### src/oled_seq_pkg.sv
// Shared constants, offsets and types for the reset/power sequencer
package oled_seq_pkg;

  // Register port widths
  localparam int DW = 8;
  localparam int AW = 3;

  // Register offsets (word index on the plain register port)
  localparam logic [AW-1:0] CTRL_OFS     = 3'h0;
  localparam logic [AW-1:0] GLYPH_OFS    = 3'h1;
  localparam logic [AW-1:0] ICON_OFS     = 3'h2;
  localparam logic [AW-1:0] TEXT_OFS     = 3'h3;
  localparam logic [AW-1:0] LINE_OFS     = 3'h4;
  localparam logic [AW-1:0] COL_OFS      = 3'h5;
  localparam logic [AW-1:0] CONTRAST_OFS = 3'h6;
  localparam logic [AW-1:0] STATUS_OFS   = 3'h7;

  // Control register bit positions
  localparam int DISP_BIT  = 0;
  localparam int CURS_BIT  = 1;
  localparam int BLINK_BIT = 2;
  localparam int PWRDN_BIT = 3;
  localparam int FONT_BIT  = 4;
  localparam int SHIFT_BIT = 5;
  localparam int SCAN_BIT  = 6;

  // Status register bit positions
  localparam int READY_BIT = 0;
  localparam int HOLD_BIT  = 1;

  // Field widths
  localparam int CTRL_W     = 7;
  localparam int GLYPH_W    = 6;
  localparam int ICON_W     = 6;
  localparam int TEXT_W     = 7;
  localparam int LINE_W     = 7;
  localparam int COL_W      = 7;
  localparam int CONTRAST_W = 8;

  // Values after reset
  localparam logic [CTRL_W-1:0]     CTRL_RST     = 7'h00;
  localparam logic [GLYPH_W-1:0]    GLYPH_RST    = 6'h00;
  localparam logic [ICON_W-1:0]     ICON_RST     = 6'h00;
  localparam logic [TEXT_W-1:0]     TEXT_RST     = 7'h00;
  localparam logic [LINE_W-1:0]     LINE_RST     = 7'h00;
  localparam logic [COL_W-1:0]      COL_RST      = 7'h00;
  localparam logic [CONTRAST_W-1:0] CONTRAST_RST = 8'h7F;
  localparam logic                  PIN_RST      = 1'h0;
  localparam logic [DW-1:0]         RDATA_RST    = 8'h00;
  localparam logic                  READY_RST    = 1'h0;

  // Active display configuration seen by the panel logic
  typedef struct packed {
    logic                  display_on;
    logic                  cursor_on;
    logic                  blink_on;
    logic                  power_down;
    logic                  font_wide;
    logic                  shift_en;
    logic                  scan_rev;
    logic [GLYPH_W-1:0]    glyph_addr;
    logic [ICON_W-1:0]     icon_addr;
    logic [TEXT_W-1:0]     text_addr;
    logic [LINE_W-1:0]     start_line;
    logic [COL_W-1:0]      col_addr;
    logic [CONTRAST_W-1:0] contrast;
  } cfg_s;

endpackage

### src/pin_sync.sv
// Two-flop synchroniser for one pin input
`timescale 1ns/10ps
module pin_sync
  import oled_seq_pkg::*;
#(
  parameter logic RST = 1'h0
) (
  input  wire logic clk,
  input  wire logic nrst,
  input  wire logic clk_en,
  input  wire logic pin,
  output logic      q
);

  logic meta_q;
  logic meta_d;
  logic q_d;

  // First stage is read only by the second
  always_comb begin
    meta_d = nrst ? pin : RST;
    q_d    = nrst ? meta_q : RST;
  end

  // Reset acts even while the enable is low
  always_ff @(posedge clk) begin
    if (!nrst || clk_en) begin
      meta_q <= meta_d;
      q      <= q_d;
    end
  end

endmodule // pin_sync

### src/cfg_field.sv
// One configuration field with reset value and forced clear
`timescale 1ns/10ps
module cfg_field
  import oled_seq_pkg::*;
#(
  parameter int           W   = 8,
  parameter logic [W-1:0] RST = '0
) (
  input  wire logic         clk,
  input  wire logic         nrst,
  input  wire logic         clk_en,
  input  wire logic         clr,
  input  wire logic         load,
  input  wire logic [W-1:0] wdata,
  output logic      [W-1:0] q
);

  logic [W-1:0] d;

  // Clear beats a load; defaults hold while clear stays high
  always_comb begin
    if (!nrst || clr) begin
      d = RST;
    end else if (load) begin
      d = wdata;
    end else begin
      d = q;
    end
  end

  // Enable freezes the field, reset does not wait for it
  always_ff @(posedge clk) begin
    if (!nrst || clk_en) begin
      q <= d;
    end
  end

endmodule // cfg_field

### src/oled_char_reset_power_seq.sv
// Reset defaults and configuration hold for the character display core
//
// Overview of operation
// - Init input active low; low forces reset
// - Held low: display, cursor, blink off; awake
// - Reset selects five-dot font, no shifting
// - Reset zeroes glyph and icon RAM pointers
// - Reset zeroes text buffer RAM pointer
// - Reset makes RAM address zero first line
// - Reset zeroes column address counter
// - Reset selects normal row driver scan direction
// - Reset loads contrast with value 7Fh
//
// The strobed register port and the register addresses were chosen for this implementation.
`timescale 1ns/10ps
module oled_char_reset_power_seq
  import oled_seq_pkg::*;
(
  input  wire logic          clk,
  input  wire logic          nrst,
  input  wire logic          clk_en,
  input  wire logic          init_low_input,
  input  wire logic [AW-1:0] addr,
  input  wire logic [DW-1:0] wdata,
  input  wire logic          wr,
  input  wire logic          rd,
  output logic      [DW-1:0] rdata,
  output logic               ready,
  output cfg_s               cfg
);

  // Synchronised pin level and derived hold
  logic init_sync;
  logic hold;
  logic take_wr;

  // Field registers
  logic [CTRL_W-1:0]     ctrl_q;
  logic [GLYPH_W-1:0]    glyph_q;
  logic [ICON_W-1:0]     icon_q;
  logic [TEXT_W-1:0]     text_q;
  logic [LINE_W-1:0]     line_q;
  logic [COL_W-1:0]      col_q;
  logic [CONTRAST_W-1:0] contrast_q;

  // Read path and status
  logic [DW-1:0] rdata_q;
  logic [DW-1:0] rdata_d;
  logic          ready_q;
  logic          ready_d;

  // Pin comes from outside the clock domain
  pin_sync #(
    .RST (PIN_RST)
  ) u_init_sync (
    .clk    (clk),
    .nrst   (nrst),
    .clk_en (clk_en),
    .pin    (init_low_input),
    .q      (init_sync)
  );

  // Low level on the pin forces the reset state
  assign hold    = ~init_sync;
  // Commands refused while the init input is held
  assign take_wr = wr & ~hold;

  // Display/cursor/blink off, awake, 5-dot font, no shift, normal scan
  cfg_field #(
    .W   (CTRL_W),
    .RST (CTRL_RST)
  ) u_ctrl (
    .clk    (clk),
    .nrst   (nrst),
    .clk_en (clk_en),
    .clr    (hold),
    .load   (take_wr && addr == CTRL_OFS),
    .wdata  (wdata[CTRL_W-1:0]),
    .q      (ctrl_q)
  );

  // User glyph RAM pointer
  cfg_field #(
    .W   (GLYPH_W),
    .RST (GLYPH_RST)
  ) u_glyph (
    .clk    (clk),
    .nrst   (nrst),
    .clk_en (clk_en),
    .clr    (hold),
    .load   (take_wr && addr == GLYPH_OFS),
    .wdata  (wdata[GLYPH_W-1:0]),
    .q      (glyph_q)
  );

  // Segment icon RAM pointer
  cfg_field #(
    .W   (ICON_W),
    .RST (ICON_RST)
  ) u_icon (
    .clk    (clk),
    .nrst   (nrst),
    .clk_en (clk_en),
    .clr    (hold),
    .load   (take_wr && addr == ICON_OFS),
    .wdata  (wdata[ICON_W-1:0]),
    .q      (icon_q)
  );

  // Text buffer RAM pointer
  cfg_field #(
    .W   (TEXT_W),
    .RST (TEXT_RST)
  ) u_text (
    .clk    (clk),
    .nrst   (nrst),
    .clk_en (clk_en),
    .clr    (hold),
    .load   (take_wr && addr == TEXT_OFS),
    .wdata  (wdata[TEXT_W-1:0]),
    .q      (text_q)
  );

  // First displayed line
  cfg_field #(
    .W   (LINE_W),
    .RST (LINE_RST)
  ) u_line (
    .clk    (clk),
    .nrst   (nrst),
    .clk_en (clk_en),
    .clr    (hold),
    .load   (take_wr && addr == LINE_OFS),
    .wdata  (wdata[LINE_W-1:0]),
    .q      (line_q)
  );

  // Column address counter
  cfg_field #(
    .W   (COL_W),
    .RST (COL_RST)
  ) u_col (
    .clk    (clk),
    .nrst   (nrst),
    .clk_en (clk_en),
    .clr    (hold),
    .load   (take_wr && addr == COL_OFS),
    .wdata  (wdata[COL_W-1:0]),
    .q      (col_q)
  );

  // Contrast level, mid-range after reset
  cfg_field #(
    .W   (CONTRAST_W),
    .RST (CONTRAST_RST)
  ) u_contrast (
    .clk    (clk),
    .nrst   (nrst),
    .clk_en (clk_en),
    .clr    (hold),
    .load   (take_wr && addr == CONTRAST_OFS),
    .wdata  (wdata[CONTRAST_W-1:0]),
    .q      (contrast_q)
  );

  // Read mux; data stand only in the cycle after the strobe
  always_comb begin
    rdata_d = RDATA_RST;
    ready_d = ~hold;
    if (rd) begin
      unique case (addr)
        CTRL_OFS:     rdata_d = {1'h0, ctrl_q};
        GLYPH_OFS:    rdata_d = {2'h0, glyph_q};
        ICON_OFS:     rdata_d = {2'h0, icon_q};
        TEXT_OFS:     rdata_d = {1'h0, text_q};
        LINE_OFS:     rdata_d = {1'h0, line_q};
        COL_OFS:      rdata_d = {1'h0, col_q};
        CONTRAST_OFS: rdata_d = contrast_q;
        STATUS_OFS: begin
          rdata_d[READY_BIT] = ready_q;
          rdata_d[HOLD_BIT]  = hold;
        end
      endcase
    end
  end

  // Read data and ready flag registers
  always_ff @(posedge clk) begin
    if (!nrst) begin
      rdata_q <= RDATA_RST;
      ready_q <= READY_RST;
    end else if (clk_en) begin
      rdata_q <= rdata_d;
      ready_q <= ready_d;
    end
  end

  // Outputs are flop values only, no logic between
  assign rdata = rdata_q;
  assign ready = ready_q;

  // Configuration as one struct towards the panel logic
  assign cfg.display_on = ctrl_q[DISP_BIT];
  assign cfg.cursor_on  = ctrl_q[CURS_BIT];
  assign cfg.blink_on   = ctrl_q[BLINK_BIT];
  assign cfg.power_down = ctrl_q[PWRDN_BIT];
  assign cfg.font_wide  = ctrl_q[FONT_BIT];
  assign cfg.shift_en   = ctrl_q[SHIFT_BIT];
  assign cfg.scan_rev   = ctrl_q[SCAN_BIT];
  assign cfg.glyph_addr = glyph_q;
  assign cfg.icon_addr  = icon_q;
  assign cfg.text_addr  = text_q;
  assign cfg.start_line = line_q;
  assign cfg.col_addr   = col_q;
  assign cfg.contrast   = contrast_q;
endmodule // oled_char_reset_power_seq

### config.mk
export PLATFORM = sky130hd
export DESIGN_NAME = oled_char_reset_power_seq
export DESIGN_NICKNAME = d
export VERILOG_FILES = /design/src/oled_seq_pkg.sv /design/src/pin_sync.sv /design/src/cfg_field.sv /design/src/oled_char_reset_power_seq.sv
export SDC_FILE = /design/constraint.sdc
export NUM_CORES = 1
export LEC_CHECK = 0
export ABC_CLOCK_PERIOD_IN_PS = 1800
export BUFFER_PORTS_ARGS = -buffer_cell sky130_fd_sc_hd__buf_2
export CAP_MARGIN = 15
export CORE_UTILIZATION = 30
export CTS_BUF_LIST = sky130_fd_sc_hd__clkbuf_4 sky130_fd_sc_hd__clkbuf_8 sky130_fd_sc_hd__clkbuf_16
export DETAILED_ROUTE_END_ITERATION = 6
export PLACE_DENSITY_LB_ADDON = 0.1
export RECOVER_POWER = 50
export SYNTH_ARGS = -nofsm -noshare
export SYNTH_HDL_FRONTEND = slang
export SYNTH_SLANG_ARGS = --single-unit
export TNS_END_PERCENT = 100
### constraint.sdc
create_clock -name clk -period 1.8 [get_ports clk]
set_clock_uncertainty 0.15 [all_clocks]
set_input_delay 0.36 -clock clk [delete_from_list [all_inputs] [get_ports clk]]
set_output_delay 0.36 -clock clk [all_outputs]
set_load 0.01 [all_outputs]
==> flow_summary_export.csv <==
group,metric,value,unit
global_route,grt_start_max_net_pins,14,
place,hpwl,5.53,mm
clock_network,htreeDepth,3,
yosys,synth_cell_types,44,
sta,min_period_over_period,91.6,%
final_layout,design_area,3350,sq um
place,place_area,3240,sq um
global_route,antenna_found_initial,0,
die,ios,74,
clock_network,cts_buffers,9,
min_path,hold_class,"input port to register",
clock_network,postCtsSetupBuffers,0,
sta,max_slew.worst_pin.slew,0.605,ns
route,detail-route-antenna-nets,0,
clock_network,insertion_delay,0.35,ns
route,wl_per_cell,18.0,um
global_route,grt_pass1_vias,1915,
critical_path,rrSetupSlack,0.25,ns
final_layout,num_antenna_cells,0,
clock_network,path_clk_slew,0.06,ns
sta,relSlewSlack,59.7,%
die,die_w,94.1,um
route,drt-initial-drc-count,101,
yosys,ys_seq_area_share,66.1,%
route,vias_per_cell,4.85,
critical_path,worstSetupPathType,"input port to register",
critical_path,path_max_fanout,13,
global_route,grt_pass1_wl,11.1,mm
critical_path,r2r-start,"u_contrast.q[0]$_SDFFCE_PN1P_",
place,port_buffers,73,
die,fp-row-count,33,
die,die_y,94.1,um
clock_network,clockBufferDepth,2,
critical_path,crit_required,1.92,ns
critical_path,reg2reg_depth,4,
yosys,syn_inst,194,
min_path,min_to,"u_contrast.q[1]$_SDFFCE_PN1P_",
sta,setup_viol,0,
flow_run,maxCapViolations,0,
clock_network,ctsHoldBuffers,0,
critical_path,worstPathArrival,1.77,ns
sta,fin_crit,1.65,ns
die,start_util,31.0,%
clock_network,cts_tree,"done",
final_layout,fillers,819,
power_and_ir_drop,peakVddDrop,0.000367,V
critical_path,r2r-end,"rdata[0]$_SDFFE_PN0P_",
status,status,"completed",
route,routed_wirelength,7.38,mm
die,die_area,8860,sq um
sta,fin_ws,0.151,ns
min_path,hp-start,"wdata[1]",
route,drc,0,
clock_network,cts_root_buf,"clkbuf_8",
die,core,8220,sq um
min_path,hold-path-cell-count,2,
route,vias,1989,
yosys,syn-num-nets,211,
yosys,yosys_register_bits,59,
yosys,syn_area,2540,sq um
place,pre_cts_ws,-0.0574,ns
route,first_pass_iters,4,
sta,slew_violations,0,
global_route,track_usage,18.0,%
global_route,overflow,0,
clock_network,clkSinkCount,59,
critical_path,cp-end-kind,"register",
sta,max_freq,606,MHz
final_layout,drive_gt1_share,33.4,%
sta,rsz0062_at_grt,"false",
clock_network,cts.repair.resized,0,
power_and_ir_drop,p_leak,1.36,nW
sta,finalHoldViolCount,0,
critical_path,start_kind,"input port",
power_and_ir_drop,powerDensity,948,nW/um^2
final_layout,area_growth,31.7,%
final_layout,nets,317,
yosys,postSynthAreaPerCell,13.1,sq um
place,gp_congestion,0.787,
yosys,synth_warnings,0,
cells by family after synthesis:
family | after synthesis | share of synthesized area, %
simple gates | 69 | 14.8
flops | 59 | 66.1
compound gates | 33 | 8.75
buf+inv | 19 | 4.08
mux | 14 | 6.29
report_power, final:
| group | total [mW] | leakage (nW) | internal (mW) | switching (mW) |
|---|---|---|---|---|
| Combinational | 0.464 | 0.685 | 0.196 | 0.268 |
| Sequential | 1.66 | 0.588 | 1.60 | 0.0599 |
| Clock | 1.05 | 0.0895 | 0.531 | 0.517 |
state kept, by name (all words and copies together), names as in the netlist:
signal              flops
rdata                   8
u_contrast.q            8
u_col.q                 7
u_ctrl.q                7
u_line.q                7
u_text.q                7
u_glyph.q               6
u_icon.q                6
ready                   1
u_init_sync.meta_q      1
u_init_sync.q           1
Yosys cell counts, drive strengths merged:
| library cell | n | share of area [%] |
|---|---|---|
| edfxtp | 50 | 59 |
| nor2 | 15 | 2.3 |
| nand2 | 13 | 1.9 |
| buf | 10 | 2.8 |
| mux2i | 10 | 3.9 |
| and3 | 9 | 2.2 |
| dfxtp | 9 | 7.1 |
| or2 | 8 | 2.0 |
| o21ai | 7 | 1.4 |
| a21oi | 6 | 1.2 |
| inv | 6 | 0.88 |
| nor2b | 6 | 1.8 |
| a31oi | 4 | 0.98 |
| nand3 | 4 | 0.79 |
| a221oi | 3 | 1.0 |
| and2 | 3 | 0.74 |
| clkbuf | 3 | 0.44 |
| mux2 | 3 | 1.3 |
| nand2b | 3 | 0.74 |
| o22ai | 3 | 0.74 |
| a221o | 2 | 0.79 |
| nand4b | 2 | 0.69 |
| o221ai | 2 | 0.69 |
| a2111oi | 1 | 0.34 |
| a22o | 1 | 0.34 |
| a311oi | 1 | 0.34 |
| and4b | 1 | 0.39 |
| mux4 | 1 | 1.0 |
| nand3b | 1 | 0.30 |
| nand4 | 1 | 0.25 |
| nor3 | 1 | 0.20 |
| nor3b | 1 | 0.30 |
| nor4 | 1 | 0.25 |
| o211ai | 1 | 0.30 |
| o2bb2ai | 1 | 0.34 |
| o31ai | 1 | 0.30 |
metrics by stage:
step / total power [mW] / util, % / setup TNS [ns] / hold slack, ns / instances
after global placement: 2.18 / 39.4 / -0.750 / 0.295 / 394
final: 3.18 / 40.8 / 0 / 0.129 / 410
after global routing: 3.31 / 40.8 / 0 / 0.135 / 410
after CTS: 3.22 / 41.4 / 0 / 0.123 / 410
after floorplan: 1.91 / - / 0 / 0.324 / 194
after detailed placement: 2.18 / 39.4 / -0.744 / 0.292 / 394
cell usage in the layout (no fill, tap or decap), drive strengths merged, types with 4 or more instances in the layout:
| cell | count |
|---|---|
| and3 | 9 |
| nand2 | 13 |
| or2 | 8 |
| a31oi | 4 |
| buf | 77 |
| nor2 | 15 |
| dfxtp | 9 |
| nand3 | 4 |
| a21oi | 6 |
| o21ai | 7 |
| clkbuf | 43 |
| nor2b | 6 |
| mux2i | 10 |
| edfxtp | 50 |
| clkinv | 4 |
| inv | 6 |
per-layer routing:
metal | global-route usage [%] | part of all wire (%) | vias to the layer above
met2 | 26.9 | 46 | 69
met1 | 24.2 | 46 | 968
li1 | - | - | 940
met4 | 8.72 | 1.7 | 0
met5 | 0 | 0 | -
met3 | 4.77 | 6.0 | 12
final cells by class:
type / count / area (sq um) / share of cell area, %
flip-flops and latches: 59 / 1680 / 50.2
multi-input cells: 116 / 759 / 22.7
repair buffers: 108 / 592 / 17.7
clock buffers: 12 / 146 / 4.37
well taps: 105 / 131 / 3.92
inverters: 6 / 22.5 / 0.672
clock inverters: 4 / 17.5 / 0.523
worst max path at each step:
stage,slack (ns),to,cells after the start,from
after floorplan,0.002,u_col.q[0]$_SDFFCE_PN0P_,5,addr[0]
after global placement,-0.08,u_contrast.q[2]$_SDFFCE_PN1P_,5,addr[1]
after detailed placement,-0.06,u_contrast.q[2]$_SDFFCE_PN1P_,5,addr[1]
after CTS,0.22,u_col.q[4]$_SDFFCE_PN0P_,5,u_init_sync.q$_SDFFCE_PN0P_
after global routing,0.11,rdata[6]$_SDFFE_PN0P_,5,nrst
final,0.15,rdata[6]$_SDFFE_PN0P_,5,nrst
critical path: stages:
cell      delay [ns]
buf_2           0.15
clkbuf_1        0.49
nand4_1         0.28
clkbuf_1        0.24
o31ai_1         0.23
No activity file was read; power rests on OpenSTA's default activity.
